===== config.mk =====
export PLATFORM = sky130hd
export DESIGN_NAME = pin_port
export DESIGN_NICKNAME = d
export VERILOG_FILES = /design/src/hw/pin_port_pkg.sv /design/src/hw/pin_port.sv
export SDC_FILE = /design/constraint.sdc
export NUM_CORES = 1
export LEC_CHECK = 0
export BUFFER_PORTS_ARGS = -buffer_cell sky130_fd_sc_hd__buf_4
export CAP_MARGIN = 20
export CORE_MARGIN = 10
export CORE_UTILIZATION = 47
export DETAILED_ROUTE_END_ITERATION = 6
export HOLD_SLACK_MARGIN = 0.05
export PLACE_DENSITY = 0.84
export SYNTH_ARGS = -nofsm -noshare
export SYNTH_HDL_FRONTEND = slang
export SYNTH_SLANG_ARGS = --single-unit

===== constraint.sdc =====
create_clock -name clock -period 3.3 [get_ports clock]
set_clock_uncertainty 0.05 [all_clocks]
set_input_delay 0.165 -clock clock [delete_from_list [all_inputs] [get_ports clock]]
set_output_delay 0.165 -clock clock [all_outputs]
set_load 0.02 [all_outputs]

===== src/hw/pin_port_pkg.sv =====
// Register map, sleep mode codes and field positions for the pin port block
package pin_port_pkg;
    localparam int ADDR_W = 8;
    localparam int DATA_W = 32;
    localparam logic [ADDR_W-1:0] OFS_PIN_INPUT = 8'h00;
    localparam logic [ADDR_W-1:0] OFS_PIN_DIRECTION = 8'h04;
    localparam logic [ADDR_W-1:0] OFS_PIN_OUTPUT = 8'h08;
    localparam logic [ADDR_W-1:0] OFS_PORT_CONTROL = 8'h0C;
    localparam logic [ADDR_W-1:0] OFS_PIN_CHANGE = 8'h10;
    localparam int CTRL_PULLUP_DISABLE_BIT = 0;
    localparam logic CTRL_PULLUP_DISABLE_RESET = 1'b0;
    localparam int SLEEP_MODE_W = 3;
    localparam logic [SLEEP_MODE_W-1:0] SLEEP_IDLE = 3'h0;
    localparam logic [SLEEP_MODE_W-1:0] SLEEP_ADC_NOISE = 3'h1;
    localparam logic [SLEEP_MODE_W-1:0] SLEEP_POWER_DOWN = 3'h2;
    localparam logic [SLEEP_MODE_W-1:0] SLEEP_POWER_SAVE = 3'h3;
    localparam logic [SLEEP_MODE_W-1:0] SLEEP_STANDBY = 3'h6;
endpackage


===== src/hw/pin_port.sv =====
// One I/O port: pin control, alternate function overrides, sleep gating, bus slave
// Summary of operation
// - Deep sleep gating clamps each non-interrupt pin's digital input to ground before Schmitt trigger.
// - Gating is active only in power-down, power-save or standby sleep.
// - Pins with external interrupt enabled are never clamped; input stays live.
// - Pins with external interrupt disabled are clamped like any other pin.
// - Clamp release on wake makes an edge; the pin change flag records it.
// - Every pull-up is off while reset is active.
// - Without override, pull-up on only for direction 0, output 1, global disable 0.
// - With pull-up override enabled, pull-up equals the override value.
// - Driver enable comes from direction override when enabled, else direction bit.
// - With direction override enabled, driver enable equals the override value.
// - Driven level is value override when enabled, else the output bit.
// - Value override enable forces the pin value to the override value.
// - Toggle override enable inverts the pin's output bit.
// - Input enable override selects input enable; otherwise sleep state decides.
// - With input enable override, input enabled exactly when override value high.
// - Raw input to peripherals is taken after Schmitt, before the synchroniser.
// - Analog path connects straight to the pad, bypassing digital gating.
// - Strobes shared per port; clock, sleep, pull-up disable shared; overrides per pin.
// - Writing one to a pin input bit inverts that pin's output bit.
// - Input bit goes through a latch-plus-flop synchroniser, half to 1.5 clocks.
// - All pins tri-state as soon as reset is active, even without clock.
`timescale 1ns/100ps
module pin_port
    import pin_port_pkg::*;
#(
    parameter int WIDTH = 8
) (
    // Clock and reset
    input wire logic clock,
    input wire logic rst,
    // Wishbone classic slave
    input wire logic wb_cyc_i,
    input wire logic wb_stb_i,
    input wire logic wb_we_i,
    input wire logic [ADDR_W-1:0] wb_adr_i,
    input wire logic [3:0] wb_sel_i,
    input wire logic [DATA_W-1:0] wb_dat_i,
    output logic [DATA_W-1:0] wb_dat_o,
    output logic wb_ack_o,
    // Sleep controller, shared by all ports
    input wire logic sleep_active,
    input wire logic [SLEEP_MODE_W-1:0] sleep_mode,
    // External interrupt enables, per pin
    input wire logic [WIDTH-1:0] ext_int_en,
    // Alternate function overrides, per pin
    input wire logic [WIDTH-1:0] pullup_override_en,
    input wire logic [WIDTH-1:0] pullup_override_val,
    input wire logic [WIDTH-1:0] direction_override_en,
    input wire logic [WIDTH-1:0] direction_override_val,
    input wire logic [WIDTH-1:0] outvalue_override_en,
    input wire logic [WIDTH-1:0] outvalue_override_val,
    input wire logic [WIDTH-1:0] toggle_override_en,
    input wire logic [WIDTH-1:0] input_enable_override_en,
    input wire logic [WIDTH-1:0] input_enable_override_val,
    // To peripherals
    output logic [WIDTH-1:0] raw_digital_input,
    output logic [WIDTH-1:0] analog_pad_path,
    // Pad
    input wire logic [WIDTH-1:0] pad_in,
    output logic [WIDTH-1:0] pad_out,
    output logic [WIDTH-1:0] pad_oe,
    output logic [WIDTH-1:0] pullup_en
);

    // Register state
    logic [WIDTH-1:0] pin_direction_bit_reg;
    logic [WIDTH-1:0] pin_output_bit_reg;
    logic [WIDTH-1:0] pin_output_bit_next;
    logic [WIDTH-1:0] pin_input_bit_reg;
    logic [WIDTH-1:0] sync_low_reg;
    logic [WIDTH-1:0] pin_change_reg;
    logic [WIDTH-1:0] pin_input_prev_reg;
    logic global_pullup_disable_reg;
    logic [1:0] primed_reg;
    logic [DATA_W-1:0] rdata_reg;
    logic ack_reg;

    // Bus decode
    wire logic bus_req = wb_cyc_i && wb_stb_i && !ack_reg;
    // Writes land at the edge where the master samples ack high, not before
    wire logic bus_wr = wb_cyc_i && wb_stb_i && wb_we_i && ack_reg;
    wire logic bus_rd = bus_req && !wb_we_i;
    wire logic hit_input = (wb_adr_i == OFS_PIN_INPUT);
    wire logic hit_direction = (wb_adr_i == OFS_PIN_DIRECTION);
    wire logic hit_output = (wb_adr_i == OFS_PIN_OUTPUT);
    wire logic hit_control = (wb_adr_i == OFS_PORT_CONTROL);
    wire logic hit_change = (wb_adr_i == OFS_PIN_CHANGE);
    // One strobe set serves every pin of the port
    wire logic port_write_output_strobe = bus_wr && hit_output;
    wire logic port_read_output_strobe = bus_rd && hit_output;
    wire logic port_write_dir_strobe = bus_wr && hit_direction;
    wire logic port_write_pin_strobe = bus_wr && hit_input;
    wire logic port_write_change_strobe = bus_wr && hit_change;
    wire logic port_write_ctrl_strobe = bus_wr && hit_control && wb_sel_i[0];

    // Byte enables widened to one bit per pin
    logic [WIDTH-1:0] wmask;
    always_comb begin
        for (int i = 0; i < WIDTH; i++) begin
            wmask[i] = wb_sel_i[i / 8];
        end
    end
    wire logic [WIDTH-1:0] wdata = wb_dat_i[WIDTH-1:0];

    // Sleep gating only in the deep modes; idle keeps inputs live
    wire logic deep_mode = (sleep_mode == SLEEP_POWER_DOWN) ||
        (sleep_mode == SLEEP_POWER_SAVE) || (sleep_mode == SLEEP_STANDBY);
    wire logic sleep_gate = sleep_active && deep_mode;

    // Interrupt-enabled pins escape the clamp, others do not
    wire logic [WIDTH-1:0] sleep_clamp = {WIDTH{sleep_gate}} & ~ext_int_en;
    // Override decides input enable, else sleep state
    wire logic [WIDTH-1:0] input_enable = (input_enable_override_en & input_enable_override_val)
        | (~input_enable_override_en & ~sleep_clamp);

    // Clamp to ground ahead of the Schmitt trigger
    wire logic [WIDTH-1:0] schmitt_out = pad_in & input_enable;

    // Driver enable from override or direction bit
    wire logic [WIDTH-1:0] drive_en = (direction_override_en & direction_override_val)
        | (~direction_override_en & pin_direction_bit_reg);
    // Driven level from override or output bit
    wire logic [WIDTH-1:0] drive_val = (outvalue_override_en & outvalue_override_val)
        | (~outvalue_override_en & pin_output_bit_reg);
    // Default pull-up needs direction 0, output 1, global disable 0
    wire logic [WIDTH-1:0] pullup_plain = ~pin_direction_bit_reg & pin_output_bit_reg
        & {WIDTH{!global_pullup_disable_reg}};
    wire logic [WIDTH-1:0] pullup_sel = (pullup_override_en & pullup_override_val)
        | (~pullup_override_en & pullup_plain);

    // Pad side is combinational so overrides reach the pad without a clock edge,
    // and reset tri-states the pins with no clock needed
    always_comb begin
        pad_oe = rst ? '0 : drive_en;
        pad_out = rst ? '0 : drive_val;
        pullup_en = rst ? '0 : pullup_sel;
        raw_digital_input = schmitt_out;
        analog_pad_path = pad_in;
    end

    // Output bit: bus write, else toggle by input-bit write or peripheral
    wire logic [WIDTH-1:0] toggle_mask = (port_write_pin_strobe ? (wdata & wmask) : '0)
        | toggle_override_en;
    always_comb begin
        pin_output_bit_next = pin_output_bit_reg ^ toggle_mask;
        if (port_write_output_strobe) begin
            pin_output_bit_next = (wdata & wmask) | (pin_output_bit_reg & ~wmask);
        end
    end

    always_ff @(posedge clock) begin
        if (rst) begin
            pin_output_bit_reg <= '0;
            pin_direction_bit_reg <= '0;
            global_pullup_disable_reg <= CTRL_PULLUP_DISABLE_RESET;
        end else begin
            pin_output_bit_reg <= pin_output_bit_next;
            if (port_write_dir_strobe) begin
                pin_direction_bit_reg <= (wdata & wmask) | (pin_direction_bit_reg & ~wmask);
            end
            if (port_write_ctrl_strobe) begin
                global_pullup_disable_reg <= wb_dat_i[CTRL_PULLUP_DISABLE_BIT];
            end
        end
    end

    // Falling-edge stage stands in for the latch closed while clock is low
    always_ff @(negedge clock) begin
        if (rst) begin
            sync_low_reg <= '0;
        end else begin
            sync_low_reg <= schmitt_out;
        end
    end

    always_ff @(posedge clock) begin
        if (rst) begin
            pin_input_bit_reg <= '0;
        end else begin
            pin_input_bit_reg <= sync_low_reg;
        end
    end

    // Reset zeros sit in the synchroniser for two edges; a high pin would
    // otherwise raise a false change flag straight after reset
    always_ff @(posedge clock) begin
        if (rst) begin
            primed_reg <= '0;
        end else begin
            primed_reg <= {primed_reg[0], 1'b1};
        end
    end

    // Change flags; a change in the clear cycle still sets the flag.
    // Release of the clamp on wake shows up here as a change
    wire logic [WIDTH-1:0] pin_changed = (pin_input_bit_reg ^ pin_input_prev_reg)
        & {WIDTH{primed_reg[1]}};
    wire logic [WIDTH-1:0] change_clear = port_write_change_strobe ? (wdata & wmask) : '0;
    always_ff @(posedge clock) begin
        if (rst) begin
            pin_input_prev_reg <= '0;
            pin_change_reg <= '0;
        end else begin
            pin_input_prev_reg <= pin_input_bit_reg;
            pin_change_reg <= (pin_change_reg & ~change_clear) | pin_changed;
        end
    end

    // Read mux; unmapped offsets answer zero
    wire logic [WIDTH-1:0] rd_pins = hit_input ? pin_input_bit_reg
        : hit_direction ? pin_direction_bit_reg
        : port_read_output_strobe ? pin_output_bit_reg
        : hit_change ? pin_change_reg : '0;
    wire logic [DATA_W-1:0] rd_word = hit_control
        ? {{(DATA_W-1){1'b0}}, global_pullup_disable_reg}
        : {{(DATA_W-WIDTH){1'b0}}, rd_pins};

    // Answer one cycle after the request, ack held a single cycle
    always_ff @(posedge clock) begin
        if (rst) begin
            ack_reg <= 1'b0;
            rdata_reg <= '0;
        end else begin
            ack_reg <= bus_req;
            if (bus_rd) begin
                rdata_reg <= rd_word;
            end
        end
    end

    assign wb_ack_o = ack_reg;
    assign wb_dat_o = rdata_reg;

    // Checks
    chk_sleep_clamp: assert property (@(posedge clock) disable iff (rst)
        ((({WIDTH{sleep_active && deep_mode}} & ~ext_int_en & ~input_enable_override_en)
        & raw_digital_input) == '0))
        else $error("clamped pin shows a high input");

    chk_idle_live: assert property (@(posedge clock) disable iff (rst)
        (sleep_mode == SLEEP_IDLE && input_enable_override_en == '0)
        |-> raw_digital_input == pad_in)
        else $error("input gated outside deep sleep");

    chk_int_live: assert property (@(posedge clock) disable iff (rst)
        ((ext_int_en & ~input_enable_override_en & (raw_digital_input ^ pad_in)) == '0))
        else $error("interrupt pin input not live");

    chk_pullup_reset: assert property (@(posedge clock)
        rst |-> (pullup_en == '0 && pad_oe == '0))
        else $error("pull-up or driver active in reset");

    chk_pullup_plain: assert property (@(posedge clock) disable iff (rst)
        ((~pullup_override_en & (pullup_en ^ (~pin_direction_bit_reg & pin_output_bit_reg
        & {WIDTH{!global_pullup_disable_reg}}))) == '0))
        else $error("default pull-up mismatch");

    chk_pullup_ovr: assert property (@(posedge clock) disable iff (rst)
        ((pullup_override_en & (pullup_en ^ pullup_override_val)) == '0))
        else $error("pull-up override ignored");

    chk_dir_ovr: assert property (@(posedge clock) disable iff (rst)
        ((direction_override_en & (pad_oe ^ direction_override_val)) == '0)
        && ((~direction_override_en & (pad_oe ^ pin_direction_bit_reg)) == '0))
        else $error("driver enable source wrong");

    chk_value_ovr: assert property (@(posedge clock) disable iff (rst)
        ((outvalue_override_en & (pad_out ^ outvalue_override_val)) == '0)
        && ((~outvalue_override_en & (pad_out ^ pin_output_bit_reg)) == '0))
        else $error("driven level source wrong");

    chk_toggle_ovr: assert property (@(posedge clock) disable iff (rst)
        (!port_write_output_strobe && !port_write_pin_strobe)
        |=> pin_output_bit_reg == ($past(pin_output_bit_reg) ^ $past(toggle_override_en)))
        else $error("toggle override did not invert");

    chk_pin_toggle: assert property (@(posedge clock) disable iff (rst)
        (port_write_pin_strobe && toggle_override_en == '0)
        |=> pin_output_bit_reg == ($past(pin_output_bit_reg) ^ $past(wdata & wmask)))
        else $error("input bit write did not toggle");

    chk_sync_delay: assert property (@(posedge clock) disable iff (rst)
        $stable(raw_digital_input) |=> pin_input_bit_reg == $past(raw_digital_input))
        else $error("synchroniser delay wrong");

    chk_bus_ack: assert property (@(posedge clock) disable iff (rst)
        (wb_cyc_i && wb_stb_i && !wb_ack_o) |=> wb_ack_o ##1 !wb_ack_o)
        else $error("bus answer not one cycle");

    chk_shallow_live: assert property (@(posedge clock) disable iff (rst)
        (!(sleep_active && deep_mode) && input_enable_override_en == '0)
        |-> raw_digital_input == pad_in)
        else $error("input gated while awake");

    chk_int_off_clamp: assert property (@(posedge clock) disable iff (rst)
        (sleep_active && deep_mode && ext_int_en == '0 && input_enable_override_en == '0)
        |-> raw_digital_input == '0)
        else $error("disabled interrupt pin not clamped");

    chk_ie_override: assert property (@(posedge clock) disable iff (rst)
        ((input_enable_override_en & ~input_enable_override_val & raw_digital_input) == '0)
        && ((input_enable_override_en & input_enable_override_val
        & (raw_digital_input ^ pad_in)) == '0))
        else $error("input enable override ignored");

    chk_raw_tap: assert property (@(posedge clock) disable iff (rst)
        ((raw_digital_input & ~pad_in) == '0))
        else $error("raw input high on a low pad");

    chk_analog_path: assert property (@(posedge clock)
        analog_pad_path == pad_in)
        else $error("analog path not tied to pad");

    chk_pad_tristate: assert property (@(posedge clock)
        rst |-> (pad_oe == '0 && pad_out == '0))
        else $error("pad driven in reset");

    chk_flag_set: assert property (@(posedge clock) disable iff (rst)
        (pin_changed != '0)
        |=> ((pin_change_reg & $past(pin_changed)) == $past(pin_changed)))
        else $error("pin change not flagged");

    chk_flag_clear: assert property (@(posedge clock) disable iff (rst)
        (change_clear != '0)
        |=> ((pin_change_reg & $past(change_clear & ~pin_changed)) == '0))
        else $error("pin change flag not cleared");

    chk_ctrl_write: assert property (@(posedge clock) disable iff (rst)
        port_write_ctrl_strobe
        |=> global_pullup_disable_reg == $past(wb_dat_i[CTRL_PULLUP_DISABLE_BIT]))
        else $error("global pull-up disable write lost");

    chk_ack_single: assert property (@(posedge clock) disable iff (rst)
        wb_ack_o |=> !wb_ack_o)
        else $error("ack held two cycles");

    chk_out_write: assert property (@(posedge clock) disable iff (rst)
        port_write_output_strobe |=> pin_output_bit_reg
        == (($past(wdata) & $past(wmask)) | ($past(pin_output_bit_reg) & ~$past(wmask))))
        else $error("output write did not land");

    chk_dir_write: assert property (@(posedge clock) disable iff (rst)
        port_write_dir_strobe |=> pin_direction_bit_reg
        == (($past(wdata) & $past(wmask)) | ($past(pin_direction_bit_reg) & ~$past(wmask))))
        else $error("direction write did not land");

    chk_unmapped_read: assert property (@(posedge clock) disable iff (rst)
        (bus_rd && !(hit_input || hit_direction || hit_output || hit_control || hit_change))
        |=> wb_dat_o == '0)
        else $error("unmapped read not zero");

    chk_rd_direction: assert property (@(posedge clock) disable iff (rst)
        (bus_rd && hit_direction)
        |=> wb_dat_o == $past({{(DATA_W-WIDTH){1'b0}}, pin_direction_bit_reg}))
        else $error("direction read back wrong");

    chk_rd_input: assert property (@(posedge clock) disable iff (rst)
        (bus_rd && hit_input)
        |=> wb_dat_o == $past({{(DATA_W-WIDTH){1'b0}}, pin_input_bit_reg}))
        else $error("input bits read back wrong");

    cov_wake_edge: cover property (@(posedge clock) disable iff (rst)
        sleep_gate ##1 !sleep_gate ##3 (pin_change_reg != '0));
    cov_int_sleep: cover property (@(posedge clock) disable iff (rst)
        sleep_gate && (ext_int_en & raw_digital_input) != '0);
    cov_toggle: cover property (@(posedge clock) disable iff (rst)
        toggle_override_en != '0);
    cov_pullup: cover property (@(posedge clock) disable iff (rst)
        pullup_en != '0 && pullup_override_en == '0);
    cov_ie_sleep: cover property (@(posedge clock) disable iff (rst)
        sleep_gate && (input_enable_override_en & input_enable_override_val) != '0);

endmodule


==> run metrics <==
clock insertion delay at the later pin of the skew report 0.38 ns; CTS clk-pin slew, worst paths 0.07 ns; critical path launch point type primary input; post-detail-place hpwl 9064 µm; setup tns final 0 ns; clock power share 39.9%; final hold vios 0; clock root buffer clkbuf_8; most common cell in the netlist dfxtp_1; share of the synthesized area in the top cell type 33.83%; port bufs 162; Clock Tree Buf Depth 2; P_int 1387 µW; Synth Flop Type dfxtp_1; # DRC 0; CP max FO 8; Clock Sink Count 60; total wire length 11730 µm; Gate power share 20.2%; die extent in y 106.9 µm; Synth Cell Area 3551 µm²; Initial DRC Count 272; Nets 706; cell area power density 390.6 nW/µm²; Final Util 68.33%; EDFF count, synth 0; Leakage 0.002335 µW; Slew @ Worst Pin 0.7119 ns; worst vdd ir 0.2593 mV; Synth top cells by count dfxtp_1, nor2_1, buf_4, nand2_1, mux2i_1; Synth area leaders dfxtp_1, mux2i_1, buf_4; Synth Register Bits 60; share of cells above drive strength 1 35.96%; die width 106.9 µm; CP required 1.86 ns; # H-tree levels 3; sequential cell area fraction in the yosys report 33.83%; distinct cell type count after synthesis 55; post-cts hold buffer count 8; remaining antenna violation count 0; area of the die 11430 µm²; outcome complete, no violations; net switching power 559.3 µW; total grt overflow 0; worst hold path type in2reg; Seq pwr share 39.9%; Synth Area per Inst 8.789 µm²; 1st-pass router iterations 6; Synth async-reset ratio 0%; register area 1201 µm²; CTS tree built; GPL Wtd Cong 0.8190; post-CTS setup buffer count 0; Ports 214; Syn Inst Count 404; Rel. slew slack 52.18%; Switching Share 28.74%; multi-input gate area in the final layout 2046 µm²; number of global-route vias before repair 3817; crit path cell chain buf_4 > nand2_1 > nand3_1 > o311a_1 > and2_1; max incr delay on CP 0.42 ns; FILL cells 597; Initial Util 48.70%; Via density 5.442; Syn. warnings 0; cts bufs inserted 9; Site Rows 31; Resized Gates After CTS 0; first-pass GRT wire length 18330 µm; max-slew violation count 0; largest net degree at the start of global routing 70; Core Box Area 7292 µm²; unrepaired setup endpoints after global routing false; Tot GR Track Use 19.49%; area growth from synthesis to layout 40.31%; Via Count 3641; n_diodes 0; wire per inst 17.53 µm; critical path's slowest cell o311a_1; number of max-cap violations 0; initial antenna violation count 0; Yosys top cell by area dfxtp_1; Final setup viols 0; WS Path Type in2reg; crit end category flop; Worst Path Arrival 1.18 ns
-- stage by stage --
step	instances	power [µW]	instance area, µm²	hold slack [ns]	setup slack [ns]
after floorplan	427	1023	3637	0.2410	0.4945
after global routing	669	2026	4982	0.07426	0.5447
after global placement	638	1179	4654	0.3668	0.3922
after detailed placement	638	1191	4654	0.3748	0.3203
final	669	1946	4982	0.06465	0.6777
after CTS	669	1955	4982	0.05040	0.6837
-- power by group through the flow --
| stage | combinational, µW | clock (µW) | sequential (µW) |
|---|---|---|---|
| CTS | 393 | 786 | 776 |
| floorplan | 223 | 16.8 | 784 |
| finish | 392 | 777 | 777 |
| global placement | 372 | 16.8 | 790 |
| global route | 425 | 821 | 780 |
| detailed placement | 383 | 16.8 | 792 |
-- logic make-up after synthesis --
| family | count (synthesis) | share of synthesized area, % |
|---|---|---|
| mux | 32 | 9.056 |
| simple gates | 148 | 23.47 |
| other cells | 1 | 0.1056 |
| compound gates | 90 | 20.58 |
| buf+inv | 65 | 10.99 |
| xor+xnor | 8 | 1.973 |
| flops | 60 | 33.83 |
-- placed cells by master (no fill, tap or decap), types with 15 or more instances in the layout --
cell type,instances
nor2_1,40
inv_1,19
mux2i_1,31
dfxtp_1,60
a21oi_1,18
conb_1,24
nand2_1,34
nand2b_1,15
nor2b_1,17
buf_4,165
-- critical path: cells and delay by family --
kind / cells / cell delay [ns]
compound gates: 1 / 0.42
simple gates: 3 / 0.49
buf+inv: 1 / 0.10
-- layout make-up --
cell class	instances	area share, %
Multi-Input combinational cell	302	41.06
Tap cell	99	2.486
Clock buffer	9	2.486
Clock inverter	15	2.562
Timing Repair Buffer	173	26.47
Inverter	11	0.8287
Sequential cell	60	24.11
-- path summary, 6_finish.rpt --
kind	from	end	slack [ns]	cells after the start
worst max-delay path	sleep_mode[2]	sync_low_reg[3]	0.68	5
worst max register to register	sync_low_reg[6]	pin_input_bit_reg[6]	1.03	1
worst min-delay path	wb_dat_i[3]	flop	0.06	3
worst min register to register	primed_reg[0]	primed_reg[1]	0.40	1
-- metal layers --
layer	vias to the layer above	GRT usage (%)	part of all wire, %
met5	-	0	0
met1	1721	20.15	38
met3	20	5.988	7.7
li1	1736	-	-
met2	164	35.60	52
met4	0	8.221	2.1
Note: power is estimated with default switching activity, not from simulation.
